File: src/verilog/pfs_defines.svh
// Purpose: constants for the pin function select block
// Assumes: 4-bit alternate-function fields, 16-bit config registers
// Notes: field codes are plain defaults
`ifndef PFS_DEFINES_SVH
`define PFS_DEFINES_SVH
`define PFS_CFG_W 16
`define PFS_FLD_W 4
`define PFS_A6_FLD_LSB 8
`define PFS_TD3_FLD_LSB 4
`define PFS_B1_FLD_LSB 4
`define PFS_B2_FLD_LSB 8
`define PFS_C2_FLD_LSB 8
`define PFS_MODE_W 2
`define PFS_MODE_OFF 2'h0
`define PFS_MODE_UART 2'h1
`define PFS_MODE_SPI 2'h2
`define PFS_MODE_TWI 2'h3
`define PFS_CODE_ALT_OUT 4'h9
`define PFS_CODE_ALT_OD 4'hd
`define PFS_REMAP_C1_BIT 4
`define PFS_REMAP_C2_BIT 5
`define PFS_DBG_GPIO_BIT 5
`define PFS_SYNC_STAGES 3
`endif

File: src/verilog/pfs_pkg.sv
// Purpose: types for the pin function select block
// Assumes: pfs_defines.svh constants
// Notes: none
`include "pfs_defines.svh"
package pfs_pkg;
    typedef logic [`PFS_MODE_W-1:0] pfs_mode_t;
    typedef logic [`PFS_CFG_W-1:0] pfs_cfg_t;
    typedef enum logic [0:0] {
        PFS_DBG_JTAG = 1'b0,
        PFS_DBG_SWD = 1'b1
    } pfs_dbg_t;
endpackage

File: src/verilog/pfs_sync.sv
// Purpose: three-stage input synchroniser with agreement filter
// Assumes: asynchronous source
// Notes: output changes once stages two and three agree
`timescale 1ns/10ps
`default_nettype none
module pfs_sync #(
    parameter logic RESET_VAL = 1'b0
) (
    input wire logic clk,
    input wire logic rst,
    input wire logic d,
    output logic q
);
    typedef struct packed {
        logic [2:0] stg;
        logic q;
    } pfs_sync_st_t;
    pfs_sync_st_t st_reg;
    pfs_sync_st_t st_next;
    always_comb begin
        st_next = st_reg;
        st_next.stg = {st_reg.stg[1:0], d};
        // First stage feeds only the second
        if (st_reg.stg[1] == st_reg.stg[2]) begin
            st_next.q = st_reg.stg[2];
        end
    end
    always_ff @(posedge clk or posedge rst) begin
        if (rst) begin
            st_reg <= {{3{RESET_VAL}}, RESET_VAL};
        end else begin
            st_reg <= st_next;
        end
    end
    assign q = st_reg.q;
endmodule
`default_nettype wire

File: src/verilog/pfs_field.sv
// Purpose: decode of one alternate-function config field
// Assumes: 4-bit field
// Notes: registered flags, one cycle behind the config
`timescale 1ns/10ps
`default_nettype none
`include "pfs_defines.svh"
module pfs_field #(
    parameter int LSB = 4
) (
    input wire logic clk,
    input wire logic rst,
    input wire pfs_pkg::pfs_cfg_t cfg,
    output logic alt_out,
    output logic alt_od
);
    import pfs_pkg::*;
    typedef struct packed {
        logic out;
        logic od;
    } pfs_fld_st_t;
    pfs_fld_st_t st_reg;
    pfs_fld_st_t st_next;
    logic [`PFS_FLD_W-1:0] fld;
    always_comb begin
        fld = cfg[LSB +: `PFS_FLD_W];
        st_next.out = (fld == `PFS_CODE_ALT_OUT);
        st_next.od = (fld == `PFS_CODE_ALT_OD);
    end
    always_ff @(posedge clk or posedge rst) begin
        if (rst) begin
            st_reg <= '0;
        end else begin
            st_reg <= st_next;
        end
    end
    assign alt_out = st_reg.out;
    assign alt_od = st_reg.od;
endmodule
`default_nettype wire

File: src/verilog/pfs_pin_select.sv
//
// Functional notes
// - Port A six drives timer one ch3
// - Timer one ch3 input always port A six
// - SPI: port B one outputs slave/master data
// - Two-wire: port B one open-drain data
// - UART: port B one transmits data
// - Timer two, when it claims B one, wins over serial1
// - Remapped timer two ch1 on B one
// - Timer two ch1 input from B one unremapped
// - SPI master: B two gives data in
// - SPI slave: B two gives data in
// - Two-wire: B two open-drain clock
// - UART: B two gives receive data
// - Remapped timer two ch2 on B two
// - Remapped timer two ch2 input from B two
// - Debug clock: serial-wire or test clock
// - C two GPIO or test output
// - C two async trace in serial-wire
// - C three GPIO or test data input
// - Trace bit three on alternate field
// - JTAG default after reset, debugger switches
//
// Purpose: pin function selection for A6, B1, B2 and debug pins
// Assumes: pad inputs are asynchronous; peripheral signals share clk
// Notes: pad outputs are registered, so routing lags the alternate-function fields by two cycles and other config by one
`timescale 1ns/10ps
`default_nettype none
`include "pfs_defines.svh"
module pfs_pin_select (
    input wire logic clk,
    input wire logic rst,
    input wire pfs_pkg::pfs_cfg_t port_a_high_config,
    input wire pfs_pkg::pfs_cfg_t port_b_low_config,
    input wire pfs_pkg::pfs_cfg_t port_c_low_config,
    input wire pfs_pkg::pfs_cfg_t debug_pin_config,
    input wire pfs_pkg::pfs_cfg_t timer_two_remap_reg,
    input wire pfs_pkg::pfs_mode_t serial1_mode_select,
    input wire logic serial1_spi_role_config,
    input wire logic timer_one_ch3_out_en,
    input wire logic timer_two_ch1_out_en,
    input wire logic timer_two_ch2_out_en,
    input wire logic trace_enable,
    input wire logic trace_async_sel,
    input wire logic trace_sync4_sel,
    input wire logic swd_mode_request,
    input wire logic timer_one_channel_three_out,
    input wire logic timer_two_channel_one_out,
    input wire logic timer_two_channel_two_out,
    input wire logic serial1_master_in_slave_out_out,
    input wire logic serial1_master_out_slave_in_out,
    input wire logic serial1_uart_transmit_out,
    input wire logic serial1_twowire_data_out,
    input wire logic serial1_twowire_clock_out,
    input wire logic test_data_output_out,
    input wire logic test_data_output_en,
    input wire logic swd_clock_out,
    input wire logic swd_clock_oe,
    input wire logic async_trace_output_out,
    input wire logic sync_trace_bit_three_out,
    input wire logic [3:0] gpio_out,
    input wire logic [3:0] gpio_oe,
    input wire logic port_a_pin_six_in,
    input wire logic port_b_pin_one_in,
    input wire logic port_b_pin_two_in,
    input wire logic debug_clock_pin_in,
    input wire logic port_c_pin_three_in,
    output logic port_a_pin_six_out,
    output logic port_a_pin_six_oe,
    output logic port_b_pin_one_out,
    output logic port_b_pin_one_oe,
    output logic port_b_pin_two_out,
    output logic port_b_pin_two_oe,
    output logic debug_clock_pin_out,
    output logic debug_clock_pin_oe,
    output logic debug_clock_pulldown,
    output logic port_c_pin_two_out,
    output logic port_c_pin_two_oe,
    output logic port_c_pin_two_pullup,
    output logic port_c_pin_three_pullup,
    output logic sync_trace_pin_out,
    output logic sync_trace_pin_oe,
    output logic timer_one_channel_three_in,
    output logic timer_two_channel_one_in,
    output logic timer_two_channel_two_in,
    output logic serial1_master_in_slave_out_in,
    output logic serial1_master_out_slave_in_in,
    output logic serial1_uart_receive_in,
    output logic serial1_twowire_data_in,
    output logic serial1_twowire_clock_in,
    output logic test_clock_input,
    output logic test_data_input,
    output logic debug_mode_swd
);
    import pfs_pkg::*;

    // ----------------------------------------
    // Input synchronisers
    // ----------------------------------------
    logic a6_s;
    logic b1_s;
    logic b2_s;
    logic dclk_s;
    logic c3_s;
    pfs_sync #(.RESET_VAL(1'b0)) u_sync_a6 (.clk(clk), .rst(rst), .d(port_a_pin_six_in), .q(a6_s));
    pfs_sync #(.RESET_VAL(1'b1)) u_sync_b1 (.clk(clk), .rst(rst), .d(port_b_pin_one_in), .q(b1_s));
    pfs_sync #(.RESET_VAL(1'b1)) u_sync_b2 (.clk(clk), .rst(rst), .d(port_b_pin_two_in), .q(b2_s));
    pfs_sync #(.RESET_VAL(1'b0)) u_sync_dc (.clk(clk), .rst(rst), .d(debug_clock_pin_in), .q(dclk_s));
    pfs_sync #(.RESET_VAL(1'b1)) u_sync_c3 (.clk(clk), .rst(rst), .d(port_c_pin_three_in), .q(c3_s));

    // ----------------------------------------
    // Alternate-function field decode
    // ----------------------------------------
    logic a6_alt;
    logic td3_alt;
    logic b1_alt;
    logic b1_od;
    logic b2_alt;
    logic b2_od;
    logic c2_alt;
    pfs_field #(.LSB(`PFS_A6_FLD_LSB)) u_fld_a6 (.clk(clk), .rst(rst), .cfg(port_a_high_config),
        .alt_out(a6_alt), .alt_od());
    pfs_field #(.LSB(`PFS_TD3_FLD_LSB)) u_fld_td3 (.clk(clk), .rst(rst), .cfg(port_a_high_config),
        .alt_out(td3_alt), .alt_od());
    pfs_field #(.LSB(`PFS_B1_FLD_LSB)) u_fld_b1 (.clk(clk), .rst(rst), .cfg(port_b_low_config),
        .alt_out(b1_alt), .alt_od(b1_od));
    pfs_field #(.LSB(`PFS_B2_FLD_LSB)) u_fld_b2 (.clk(clk), .rst(rst), .cfg(port_b_low_config),
        .alt_out(b2_alt), .alt_od(b2_od));
    pfs_field #(.LSB(`PFS_C2_FLD_LSB)) u_fld_c2 (.clk(clk), .rst(rst), .cfg(port_c_low_config),
        .alt_out(c2_alt), .alt_od());

    // ----------------------------------------
    // State
    // ----------------------------------------
    typedef struct packed {
        pfs_dbg_t dbg;
        logic a6_o;
        logic a6_e;
        logic b1_o;
        logic b1_e;
        logic b2_o;
        logic b2_e;
        logic dc_o;
        logic dc_e;
        logic dc_pd;
        logic c2_o;
        logic c2_e;
        logic c2_pu;
        logic c3_pu;
        logic td_o;
        logic td_e;
        logic t1c3_i;
        logic t2c1_i;
        logic t2c2_i;
        logic miso_i;
        logic mosi_i;
        logic rxd_i;
        logic sda_i;
        logic scl_i;
        logic tck_i;
        logic tdi_i;
    } pfs_st_t;
    pfs_st_t st_reg;
    pfs_st_t st_next;

    // Open-drain drive: enable only when pulling low
    function automatic logic od_en(input logic v);
        od_en = ~v;
    endfunction

    logic spi;
    logic twi;
    logic uart;
    logic slave;
    logic t2c1_remap;
    logic t2c2_remap;
    logic b1_timer_owns;
    logic b2_timer_owns;
    logic dbg_gpio;
    logic swd;

    always_comb begin
        spi = (serial1_mode_select == `PFS_MODE_SPI);
        twi = (serial1_mode_select == `PFS_MODE_TWI);
        uart = (serial1_mode_select == `PFS_MODE_UART);
        slave = serial1_spi_role_config;
        t2c1_remap = timer_two_remap_reg[`PFS_REMAP_C1_BIT];
        t2c2_remap = timer_two_remap_reg[`PFS_REMAP_C2_BIT];
        b1_timer_owns = timer_two_ch1_out_en & t2c1_remap;
        b2_timer_owns = timer_two_ch2_out_en & t2c2_remap;
        dbg_gpio = debug_pin_config[`PFS_DBG_GPIO_BIT];
        swd = (st_reg.dbg == PFS_DBG_SWD);

        st_next = st_reg;
        // Serial-wire switch is made by the debug port; reset returns to JTAG
        st_next.dbg = swd_mode_request ? PFS_DBG_SWD : PFS_DBG_JTAG;

        // Port A six
        st_next.a6_o = gpio_out[0];
        st_next.a6_e = gpio_oe[0];
        if (timer_one_ch3_out_en && a6_alt) begin
            st_next.a6_o = timer_one_channel_three_out;
            st_next.a6_e = 1'b1;
        end
        st_next.t1c3_i = a6_s;

        // Port B one
        st_next.b1_o = gpio_out[1];
        st_next.b1_e = gpio_oe[1];
        if (b1_timer_owns && b1_alt) begin
            st_next.b1_o = timer_two_channel_one_out;
            st_next.b1_e = 1'b1;
        end else if (!b1_timer_owns && spi && b1_alt) begin
            st_next.b1_o = slave ? serial1_master_in_slave_out_out
                                 : serial1_master_out_slave_in_out;
            st_next.b1_e = 1'b1;
        end else if (!b1_timer_owns && twi && b1_od) begin
            st_next.b1_o = 1'b0;
            st_next.b1_e = od_en(serial1_twowire_data_out);
        end else if (!b1_timer_owns && uart && b1_alt) begin
            st_next.b1_o = serial1_uart_transmit_out;
            st_next.b1_e = 1'b1;
        end
        st_next.t2c1_i = t2c1_remap ? 1'b0 : b1_s;
        st_next.sda_i = b1_s;

        // Port B two
        st_next.b2_o = gpio_out[2];
        st_next.b2_e = gpio_oe[2];
        if (b2_timer_owns && b2_alt) begin
            st_next.b2_o = timer_two_channel_two_out;
            st_next.b2_e = 1'b1;
        end else if (!b2_timer_owns && twi && b2_od) begin
            st_next.b2_o = 1'b0;
            st_next.b2_e = od_en(serial1_twowire_clock_out);
        end
        st_next.miso_i = (spi && !slave) ? b2_s : 1'b1;
        st_next.mosi_i = (spi && slave) ? b2_s : 1'b1;
        st_next.rxd_i = uart ? b2_s : 1'b1;
        st_next.scl_i = b2_s;
        st_next.t2c2_i = t2c2_remap ? b2_s : 1'b0;

        // Debug clock pin
        st_next.dc_pd = !swd;
        st_next.dc_o = swd ? swd_clock_out : 1'b0;
        st_next.dc_e = swd & swd_clock_oe;
        st_next.tck_i = swd ? 1'b0 : dclk_s;

        // Port C two
        st_next.c2_o = gpio_out[3];
        st_next.c2_e = gpio_oe[3];
        st_next.c2_pu = 1'b0;
        if (!dbg_gpio) begin
            if (swd && trace_enable && trace_async_sel && c2_alt) begin
                st_next.c2_o = async_trace_output_out;
                st_next.c2_e = 1'b1;
                st_next.c2_pu = 1'b1;
            end else if (!swd) begin
                st_next.c2_o = test_data_output_out;
                st_next.c2_e = test_data_output_en;
            end
        end

        // Port C three
        st_next.c3_pu = !(dbg_gpio || swd);
        st_next.tdi_i = (dbg_gpio || swd) ? 1'b1 : c3_s;

        // Trace data bit three
        st_next.td_o = sync_trace_bit_three_out;
        st_next.td_e = trace_enable && trace_sync4_sel && td3_alt;
    end

    always_ff @(posedge clk or posedge rst) begin
        if (rst) begin
            st_reg <= '0;
            st_reg.dc_pd <= 1'b1;
            st_reg.c3_pu <= 1'b1;
            st_reg.miso_i <= 1'b1;
            st_reg.mosi_i <= 1'b1;
            st_reg.rxd_i <= 1'b1;
            st_reg.sda_i <= 1'b1;
            st_reg.scl_i <= 1'b1;
            st_reg.tdi_i <= 1'b1;
        end else begin
            st_reg <= st_next;
        end
    end

    // ----------------------------------------
    // Outputs
    // ----------------------------------------
    assign port_a_pin_six_out = st_reg.a6_o;
    assign port_a_pin_six_oe = st_reg.a6_e;
    assign port_b_pin_one_out = st_reg.b1_o;
    assign port_b_pin_one_oe = st_reg.b1_e;
    assign port_b_pin_two_out = st_reg.b2_o;
    assign port_b_pin_two_oe = st_reg.b2_e;
    assign debug_clock_pin_out = st_reg.dc_o;
    assign debug_clock_pin_oe = st_reg.dc_e;
    assign debug_clock_pulldown = st_reg.dc_pd;
    assign port_c_pin_two_out = st_reg.c2_o;
    assign port_c_pin_two_oe = st_reg.c2_e;
    assign port_c_pin_two_pullup = st_reg.c2_pu;
    assign port_c_pin_three_pullup = st_reg.c3_pu;
    assign sync_trace_pin_out = st_reg.td_o;
    assign sync_trace_pin_oe = st_reg.td_e;
    assign timer_one_channel_three_in = st_reg.t1c3_i;
    assign timer_two_channel_one_in = st_reg.t2c1_i;
    assign timer_two_channel_two_in = st_reg.t2c2_i;
    assign serial1_master_in_slave_out_in = st_reg.miso_i;
    assign serial1_master_out_slave_in_in = st_reg.mosi_i;
    assign serial1_uart_receive_in = st_reg.rxd_i;
    assign serial1_twowire_data_in = st_reg.sda_i;
    assign serial1_twowire_clock_in = st_reg.scl_i;
    assign test_clock_input = st_reg.tck_i;
    assign test_data_input = st_reg.tdi_i;
    assign debug_mode_swd = st_reg.dbg;
endmodule
`default_nettype wire

File: config.mk
export PLATFORM = sky130hd
export DESIGN_NAME = pfs_pin_select
export DESIGN_NICKNAME = d
export VERILOG_FILES = /design/src/verilog/pfs_pkg.sv /design/src/verilog/pfs_sync.sv /design/src/verilog/pfs_field.sv /design/src/verilog/pfs_pin_select.sv
export VERILOG_INCLUDE_DIRS = /design/src /design/src/verilog
export SDC_FILE = /design/constraint.sdc
export NUM_CORES = 1
export LEC_CHECK = 0
export BUFFER_PORTS_ARGS = -buffer_cell sky130_fd_sc_hd__buf_2
export CAP_MARGIN = 40
export CORE_MARGIN = 8
export CORE_UTILIZATION = 35
export DETAILED_ROUTE_END_ITERATION = 12
export PLACE_DENSITY_LB_ADDON = 0.15
export SYNTH_ARGS = -nofsm -noshare
export SYNTH_HDL_FRONTEND = slang
export SYNTH_SLANG_ARGS = --single-unit
export TNS_END_PERCENT = 20
File: constraint.sdc
create_clock -name clk -period 1.5 [get_ports clk]
set_input_delay 0.3 -clock clk [delete_from_list [all_inputs] [get_ports clk]]
set_output_delay 0.3 -clock clk [all_outputs]
set_load 0.005 [all_outputs]
### Word level (Yosys, flattened, before mapping)

Cells that the tools add are included.

| storage, ports and cells | value |
|---|---|
| output and inout bits | 26 |
| word-level logic and storage cells | 108 |
| bits of input ports | 119 |
| flip-flop bits (word level) | 53 |

| operators by class | value |
|---|---|
| equality and inequality tests | 15 |
| reduce and logical (&&, ||, !) cells | 24 |
| multiplexer cells | 21 |
| bitwise logic cells | 5 |

Operators by type and width:

| operator | number |
|---|---|
| equality test 4 bit (second input constant) | 7 |
| logical AND 1 bit | 18 |
| 2-to-1 mux 2 bit | 9 |
| 2-to-1 mux 1 bit | 11 |
| equality test 1 bit | 5 |
| zero test 1 bit | 5 |
| equality test 2 bit (second input constant) | 2 |
| AND 1 bit | 3 |
| 2-to-1 mux 3 bit | 1 |
| equality test 2 x 1 -> 1 bit (second input constant) | 1 |
| NOT 1 bit | 2 |
| logical OR 1 bit | 1 |

### Depth between registers and ports, before layout

Gate-level depths: netlist of the first run.

| depth | value |
|---|---|
| depth in word-level cells | 8 |
| mapped depth | 3 |

### Modules after synthesis

From an unflattened synthesis of the first run, not the netlist that was laid out.

| unflattened totals | value |
|---|---|
| cells, all modules | 129 |
| area, all modules | 1946.9 µm² |

Modules (own cells, without submodules):

| module | cells each | times used | area each (µm²) |
|---|---|---|---|
| pfs_pin_select | 74 | 1 | 968.4 |
| pfs_field | 5 | 5 | 77.6 |
| pfs_sync (u_sync_b1 ...) | 6 | 3 | 120.1 |
| pfs_sync (u_sync_a6 ...) | 6 | 2 | 115.1 |

### Least setup slack after synthesis of the first run

No wires, ideal clock.

| timing | value |
|---|---|
| path kind | register to register |
| start | reg u_fld_b1.st_reg, in the netlist u_fld_b1.alt_od |
| end | reg st_reg, in the netlist port_b_pin_one_oe |
| arrival | 999 ps |
| path slack | 381 ps |
| stages on the path, launching flop included | 4 |
| data required time | 1380 ps |
| library setup time | 120 ps |
| path through | dfrtp_1 -> a21boi_1 -> or3b_1 -> a31o_1 |

RTL lines:

| element | RTL line | source |
|---|---|---|
| start: declaration | pfs_field.sv:21 | `pfs_fld_st_t st_reg;` |
| start signal: assignment | pfs_field.sv:33 | `st_reg <= st_next;` |
| end signal: assignment | pfs_pin_select.sv:285 | `st_reg <= st_next;` |
| end: declaration | pfs_pin_select.sv:163 | `pfs_st_t st_reg;` |

==> metrics.csv, run 1 <==
stage,metric,value,unit
sta,setup_slack,0.248,ns
critical_path,required,1.68,ns
cts,clk_pin_slew,0.09,ns
grt,use_met3,4.32,%
sta,max_clock_freq,799,MHz
yosys,ys_warn_count,0,
placed_design,gp_congestion,0.738,
grt,grt_use_met2,19.6,%
grt,top_usage_layer,met2,
yosys,synthCells,118,
critical_path,slowest_stage,dfrtp_1,
worst_hold_path,hp-class,input pin to asynchronous set/reset pin,
placed_design,portBuffers,87,
critical_path,critPathCaptureType,flop,
cts,ctsRootBufferMaster,clkbuf_8,
critical_path,worstPathCellList,"nand4_1, or3_1, o311a_1",
yosys,synth-seq-cells,53,
cts,clk_latency,0.29,ns
sta,hold_viol,0,
detailed_routing,vias_per_cell,4.56,
grt,grt_first_pass_wirelength,6.60,mm
cts,htree_levels,2,
floorplan,dieArea,0.00770,mm^2
detailed_routing,initialDrtViolationCount,36,
sta,worst_pin_slew,0.283,ns
cts,cts_setup_buffers,0,
detailed_routing,wl_per_cell,13.8,um
critical_path,path_class,flop to flop,
yosys,synth_seq_area_share,75.0,%
detailed_routing,wl,3.91,mm
critical_path,critPathMaxFanout,9,
floorplan,num_rows,26,
yosys,synth_fp_nets,237,
cts,cts_inserted_buffers,5,
yosys,synth_top_cell_area_share,45.8,%
sta,final.setup.tns,0,ns
cells_and_area,design_area,0.00246,mm^2
grt,antenna_found_initial,0,
sta,relSlewSlack,80.9,%
pwr,p_leak,0.00120,uW
yosys,yosysTopAreaCell,dfrtp_1,
detailed_routing,first_pass_iters,2,
placed_design,place_area,0.00235,mm^2
cts,cts_sinks,53,
grt,grt_pass1_vias,1498,
detailed_routing,ant_nets,0,
placed_design,dp_slack,0.251,ns
floorplan,fp.dieH,87.8,um
sta,post-route-period-util,83.5,%
cells_and_area,diodes,0,
floorplan,initial_core_util,35.7,%
pwr,power_density,1130,mW/mm^2
cts,postCtsHoldBufs,0,
cts,cts_buffer_depth,2,
grt,track_usage,11.0,%
yosys,ys_types,30,
cts,cts_resized,0,
floorplan,io_pins,145,
cells_and_area,fillers,460,
placed_design,place_hpwl,3.13,mm
sta,rsz0062_at_grt,no,
floorplan,chipWidth,87.8,um
critical_path,cpPeakStageDelay,0.48,ns
floorplan,coreArea,0.00504,mm^2
yosys,synth.avg_cell_area,15.3,um^2
cts,cts_tree,built,
critical_path,cp.arrival,1.44,ns
yosys,syn-cell-area,0.00180,mm^2
cells_and_area,fin_nets,332,
detailed_routing,vias,1296,
sta,clock_skew,0.00353,ns
grt,grt_max_degree,54,
grt,met1_usage,10.9,%
sta,slew_viol_final,0,
run,cap_violations,0,
sta,fin_crit,1.25,ns
critical_path,start_kind,flop,
run_status,status,"complete, no violations",
detailed_routing,drc,0,
grt,gr-total-overflow,0,
critical_path,rrSetupSlack,0.25,ns
yosys,synth_area_leaders,"dfrtp_1, dfstp_2, maj3_1",
cells_and_area,layout-drive-gt1-share,54.7,%
sta,setup_viol_count_final,0,
pwr,ir_worst_vdd,0.621,mV
cells_and_area,syn2layout_area_growth,36.8,%
## metrics by stage
step	hold slack, ns	utilization [%]	power, uW	cells
after floorplan	0.304	-	1680	118
after global placement	0.334	46.6	1830	276
after detailed placement	0.340	46.6	1850	276
after CTS	0.0604	48.9	2830	284
after global routing	0.0639	48.9	2920	284
final	0.0472	48.9	2770	284
## layer usage
layer / up-vias / part of all wire (%) / routed length (um)
li1: 605 / - / -
met1: 631 / 37 / 1460
met2: 48 / 53 / 2080
met3: 12 / 7.1 / 277
met4: 0 / 2.6 / 101
met5: - / 0 / 0
## cell families (layout without fill, tap and decap cells)
group	count (synthesis)	in the layout	share of synthesized area, %
DFF	53	53	75.0
and+or+nand+nor	38	38	13.9
AOI/OAI and AO/OA	14	14	5.21
adders and majority gates	5	5	2.78
muxes	4	4	2.29
buffers and inverters	4	100	0.833
## power by group
part / switching (uW) / internal (uW)
logic: 110 / 134
clock network: 421 / 544
registers: 32.0 / 1530
total: 563 / 2210
## cell usage in the layout (no fill, tap or decap)
master	instances
dfstp_2	20
nor4bb_1	5
clkbuf_1	1
inv_1	3
maj3_1	5
a31o_1	1
clkinvlp_4	1
a21boi_1	2
nor2_1	3
a211oi_1	1
o311a_1	1
mux2i_1	3
and3b_1	1
and3_1	1
or3b_1	1
o32a_1	1
and2_1	3
nand4_1	2
or2_1	1
nand2b_1	5
buf_12	1
buf_2	87
a21oi_1	3
a31oi_1	1
nand2_1	4
nand3_1	2
or3_1	4
o21ai_0	3
nor2b_1	3
bufinv_16	1
o22ai_1	1
nor3b_1	1
dfrtp_1	33
mux2_2	1
clkbuf_8	6
and4b_1	2
## critical path, delay by kind of cell, from the launching register on
| family | cells | cell delay, ns |
|---|---|---|
| compound gates | 1 | 0.11 |
| flops | 1 | 0.48 |
| simple gates | 2 | 0.55 |
## cells in the mapped netlist (all sizes together)
library cell  instances
nor3b                 1
nor2b                 3
nand4                 2
or2                   1
o21ai                 3
mux2                  1
nor4bb                5
nand2b                5
nor2                  3
nand3                 2
a211oi                1
and4b                 2
dfrtp                33
inv                   4
nand2                 4
or3                   4
a21oi                 3
a21boi                2
mux2i                 3
and2                  3
o311a                 1
a31o                  1
o22ai                 1
a31oi                 1
maj3                  5
or3b                  1
and3                  1
o32a                  1
dfstp                20
and3b                 1
## worst paths after layout
| path | from | to | depth (start not counted) |
|---|---|---|---|
| hold reg to reg | u_sync_dc.st_next[2]$_DFF_PP0_ | u_sync_dc.st_next[3]$_DFF_PP0_ | 0 |
| min in group clk | port_b_pin_one_in | u_sync_b1.st_next[2]$_DFF_PP1_ | 1 |
| setup / recovery | debug_mode_swd$_DFF_PP0_ | port_c_pin_two_out$_DFF_PP0_ | 3 |
| hold / removal | rst | timer_two_channel_one_in$_DFF_PP0_ | 3 |
| setup reg to reg | debug_mode_swd$_DFF_PP0_ | port_c_pin_two_out$_DFF_PP0_ | 3 |
| max in group asynchronous | rst | u_sync_b2.st_next[2]$_DFF_PP1_ | 3 |
## area by class of cell
class | count | area (um^2) | share of cell area, %
Multi-Input combinational cell | 61 | 435 | 17.7
Clock buffer | 7 | 86.3 | 3.50
Tap cell | 70 | 87.6 | 3.55
Sequential cell | 53 | 1350 | 54.8
Inverter | 4 | 18.8 | 0.761
Timing Repair Buffer | 88 | 455 | 18.5
Clock inverter | 1 | 30.0 | 1.22
(Power assumes the default switching activity.)
==> run 2, diff against run 1 <==
==> constraint.sdc (replaced) <==
create_clock -name clk -period 1.08 [get_ports clk]
set_input_delay 0.216 -clock clk [delete_from_list [all_inputs] [get_ports clk]]
set_output_delay 0.216 -clock clk [all_outputs]
set_load 0.005 [all_outputs]
==> run 2 against run 1 <==
Effect of this change: the run now ends with negative setup slack left; power up 32%; first-iteration DRC count fell by 2.8%; non-clock buffer count increased by 7; core utilization grew 1.5 points; sequential power increased by 39%; maximum frequency up 4.0%; via count rose by 0.54%; cell area increased by 3.1%; combinational power up 55%; hold slack got worse by 0.026 ns; clock power rose by 15%; highest routed layer unchanged.
==> metrics.csv, run 2 (synthesis results as in run 1) <==
stage,metric,value,unit,change
sta,final.setup.tns,-0.719,ns,-0.719 ns
cells_and_area,fillers,465,,+1.1%
worst_hold_path,hp-class,input pin to flop,,
cts,cts_sinks,53,,unchanged
cts,cts_tree,built,,
cts,htree_levels,2,,unchanged
floorplan,dieArea,0.00770,mm^2,unchanged
cts,cts_buffer_depth,2,,unchanged
sta,setup_viol_count_final,12,,+12
critical_path,required,1.26,ns,-0.42 ns
floorplan,coreArea,0.00504,mm^2,unchanged
detailed_routing,initialDrtViolationCount,35,,-2.8%
cells_and_area,layout.cells.non_filler,291,,+2.5%
critical_path,critPathCaptureType,flop,,
floorplan,io_pins,145,,unchanged
run_status,status,"complete, but fails checks",,
cts,clk_pin_slew,0.09,ns,about the same
cells_and_area,utilization,50.4,%,+1.5 points
sta,fin_crit,1.20,ns,-0.0480 ns
run,cap_violations,0,,unchanged
pwr,p_leak,0.00123,uW,+3.1%
cts,cts_inserted_buffers,5,,unchanged
sta,clock_skew,0.00487,ns,+0.00134 ns
detailed_routing,wl,4.18,mm,+6.8%
grt,gr-total-overflow,0,,unchanged
cts,ctsRootBufferMaster,clkbuf_8,,
floorplan,initial_core_util,35.7,%,unchanged
sta,rsz0062_at_grt,yes,,
detailed_routing,vias,1303,,+0.54%
sta,setup_slack,-0.124,ns,-0.372 ns
critical_path,cpPeakStageDelay,0.43,ns,-0.05 ns
floorplan,chipWidth,87.8,um,unchanged
grt,antenna_found_initial,0,,unchanged
sta,post-route-period-util,111,%,+28 points
sta,worst_pin_slew,0.274,ns,-0.00956 ns
floorplan,fp.dieH,87.8,um,unchanged
sta,worst_hold_slack,0.0208,ns,-0.0264 ns
detailed_routing,vias_per_cell,4.48,,-1.9%
placed_design,gp_congestion,0.742,,+0.42%
sta,slew_viol_final,0,,unchanged
sta,hold_viol,0,,unchanged
run_status,violations,negative setup slack,,
detailed_routing,wl_per_cell,14.4,um,+4.2%
cells_and_area,layout_commonest_cell,buf_2,,
critical_path,path_class,flop to flop,,
cts,clk_latency,0.30,ns,about the same
grt,track_usage,11.1,%,+0.044 points
placed_design,place_hpwl,3.28,mm,+4.8%
pwr,power_density,1440,mW/mm^2,+28%
critical_path,slowest_stage,dfrtp_1,,
sta,max_clock_freq,831,MHz,+4.0%
critical_path,cp.arrival,1.39,ns,-0.05 ns
cells_and_area,syn2layout_area_growth,41.1,%,
grt,grt_max_degree,54,,unchanged
critical_path,worstPathCellList,"buf_4, or3_1, o311a_1",,
detailed_routing,ant_nets,0,,unchanged
critical_path,start_kind,flop,,
grt,grt_pass1_vias,1469,,-1.9%
floorplan,num_rows,26,,unchanged
placed_design,dp.cells,278,,+0.72%
detailed_routing,drc,0,,unchanged
cells_and_area,diodes,0,,unchanged
cells_and_area,final_cell_mix,"buf_2, dfrtp_1, dfstp_2, buf_6, clkbuf_8",,
cells_and_area,fin_nets,339,,+2.1%
placed_design,dp_slack,-0.0918,ns,-0.343 ns
detailed_routing,first_pass_iters,4,,+2
grt,grt_first_pass_wirelength,6.53,mm,-1.0%
cells_and_area,layout-drive-gt1-share,54.3,%,-0.37 points
sta,relSlewSlack,81.8,%,+0.89 points
critical_path,critPathMaxFanout,4,,-5
pwr,ir_worst_vdd,0.809,mV,+30%
placed_design,portBuffers,87,,unchanged
[run 2: cell types whose count changed in the layout (fill, tap and decap cells not counted), sizes merged]
cell	previous run	this run
dlygate4sd3	0	4
clkbuf	7	8
buf	88	91
bufinv	1	0
[run 2: critical path, delay by kind of cell, from the launching register on]
kind                   cells  cell delay [ns]
AO/OA/AOI/OAI              1             0.13
AND/OR/NAND/NOR            1             0.38
buffers and inverters      1             0.16
flip-flops                 1             0.43
[run 2: cell type report]
| cell class | instances | area (um^2) | share of cell area, % |
|---|---|---|---|
| multi-input combinational | 61 | 435 | 17.1 |
| clock buffer | 8 | 90.1 | 3.54 |
| tap | 70 | 87.6 | 3.44 |
| sequential | 53 | 1350 | 53.1 |
| timing repair buffer | 95 | 559 | 22.0 |
| inverter | 4 | 18.8 | 0.738 |
[run 2: report_power, final]
| part | internal (uW) | total, uW | switching, uW |
|---|---|---|---|
| clock network | 524 | 1110 | 585 |
| registers | 2130 | 2180 | 47.3 |
| logic | 217 | 378 | 160 |
[run 2: stage by stage]
stage          cell area [um^2]  total power [uW]
4_1_cts                    2540              3730
2_1_floorplan              1810              2330
6_report                   2540              3660
3_5_place_dp               2360              2570
5_1_grt                    2540              3860
3_3_place_gp               2360              2550
[run 2: per-layer routing]
layer,vias to the layer above,global-route usage [%],routed length (um)
met5,-,0,0
met4,0,5.31,112
met3,11,3.85,262
met2,48,20.0,2250
met1,627,11.0,1560
li1,617,-,-
[run 2: repair_timing]
action                                  CTS  global route
endpoints found under the setup margin   12            13
hold endpoints to repair                 36             0
gates resized for setup                   7             1
pin swaps                                 1             0
hold buffers                              4             0
buffers inserted                          1             0
[run 2: final timing paths]
path / from / end / slack [ns] / cells past startpoint
max: debug_mode_swd$_DFF_PP0_ / port_c_pin_two_out$_DFF_PP0_ / -0.12 / 3
min: swd_mode_request / debug_mode_swd$_DFF_PP0_ / 0.02 / 1
max reg2reg: debug_mode_swd$_DFF_PP0_ / port_c_pin_two_out$_DFF_PP0_ / -0.12 / 3
min reg2reg: u_sync_a6.st_next[2]$_DFF_PP0_ / u_sync_a6.st_next[3]$_DFF_PP0_ / 0.36 / 0
max in group asynchronous: rst / u_sync_b2.st_next[2]$_DFF_PP1_ / 0.25 / 4
min in group asynchronous: rst / debug_clock_pin_oe$_DFF_PP0_ / 0.54 / 4
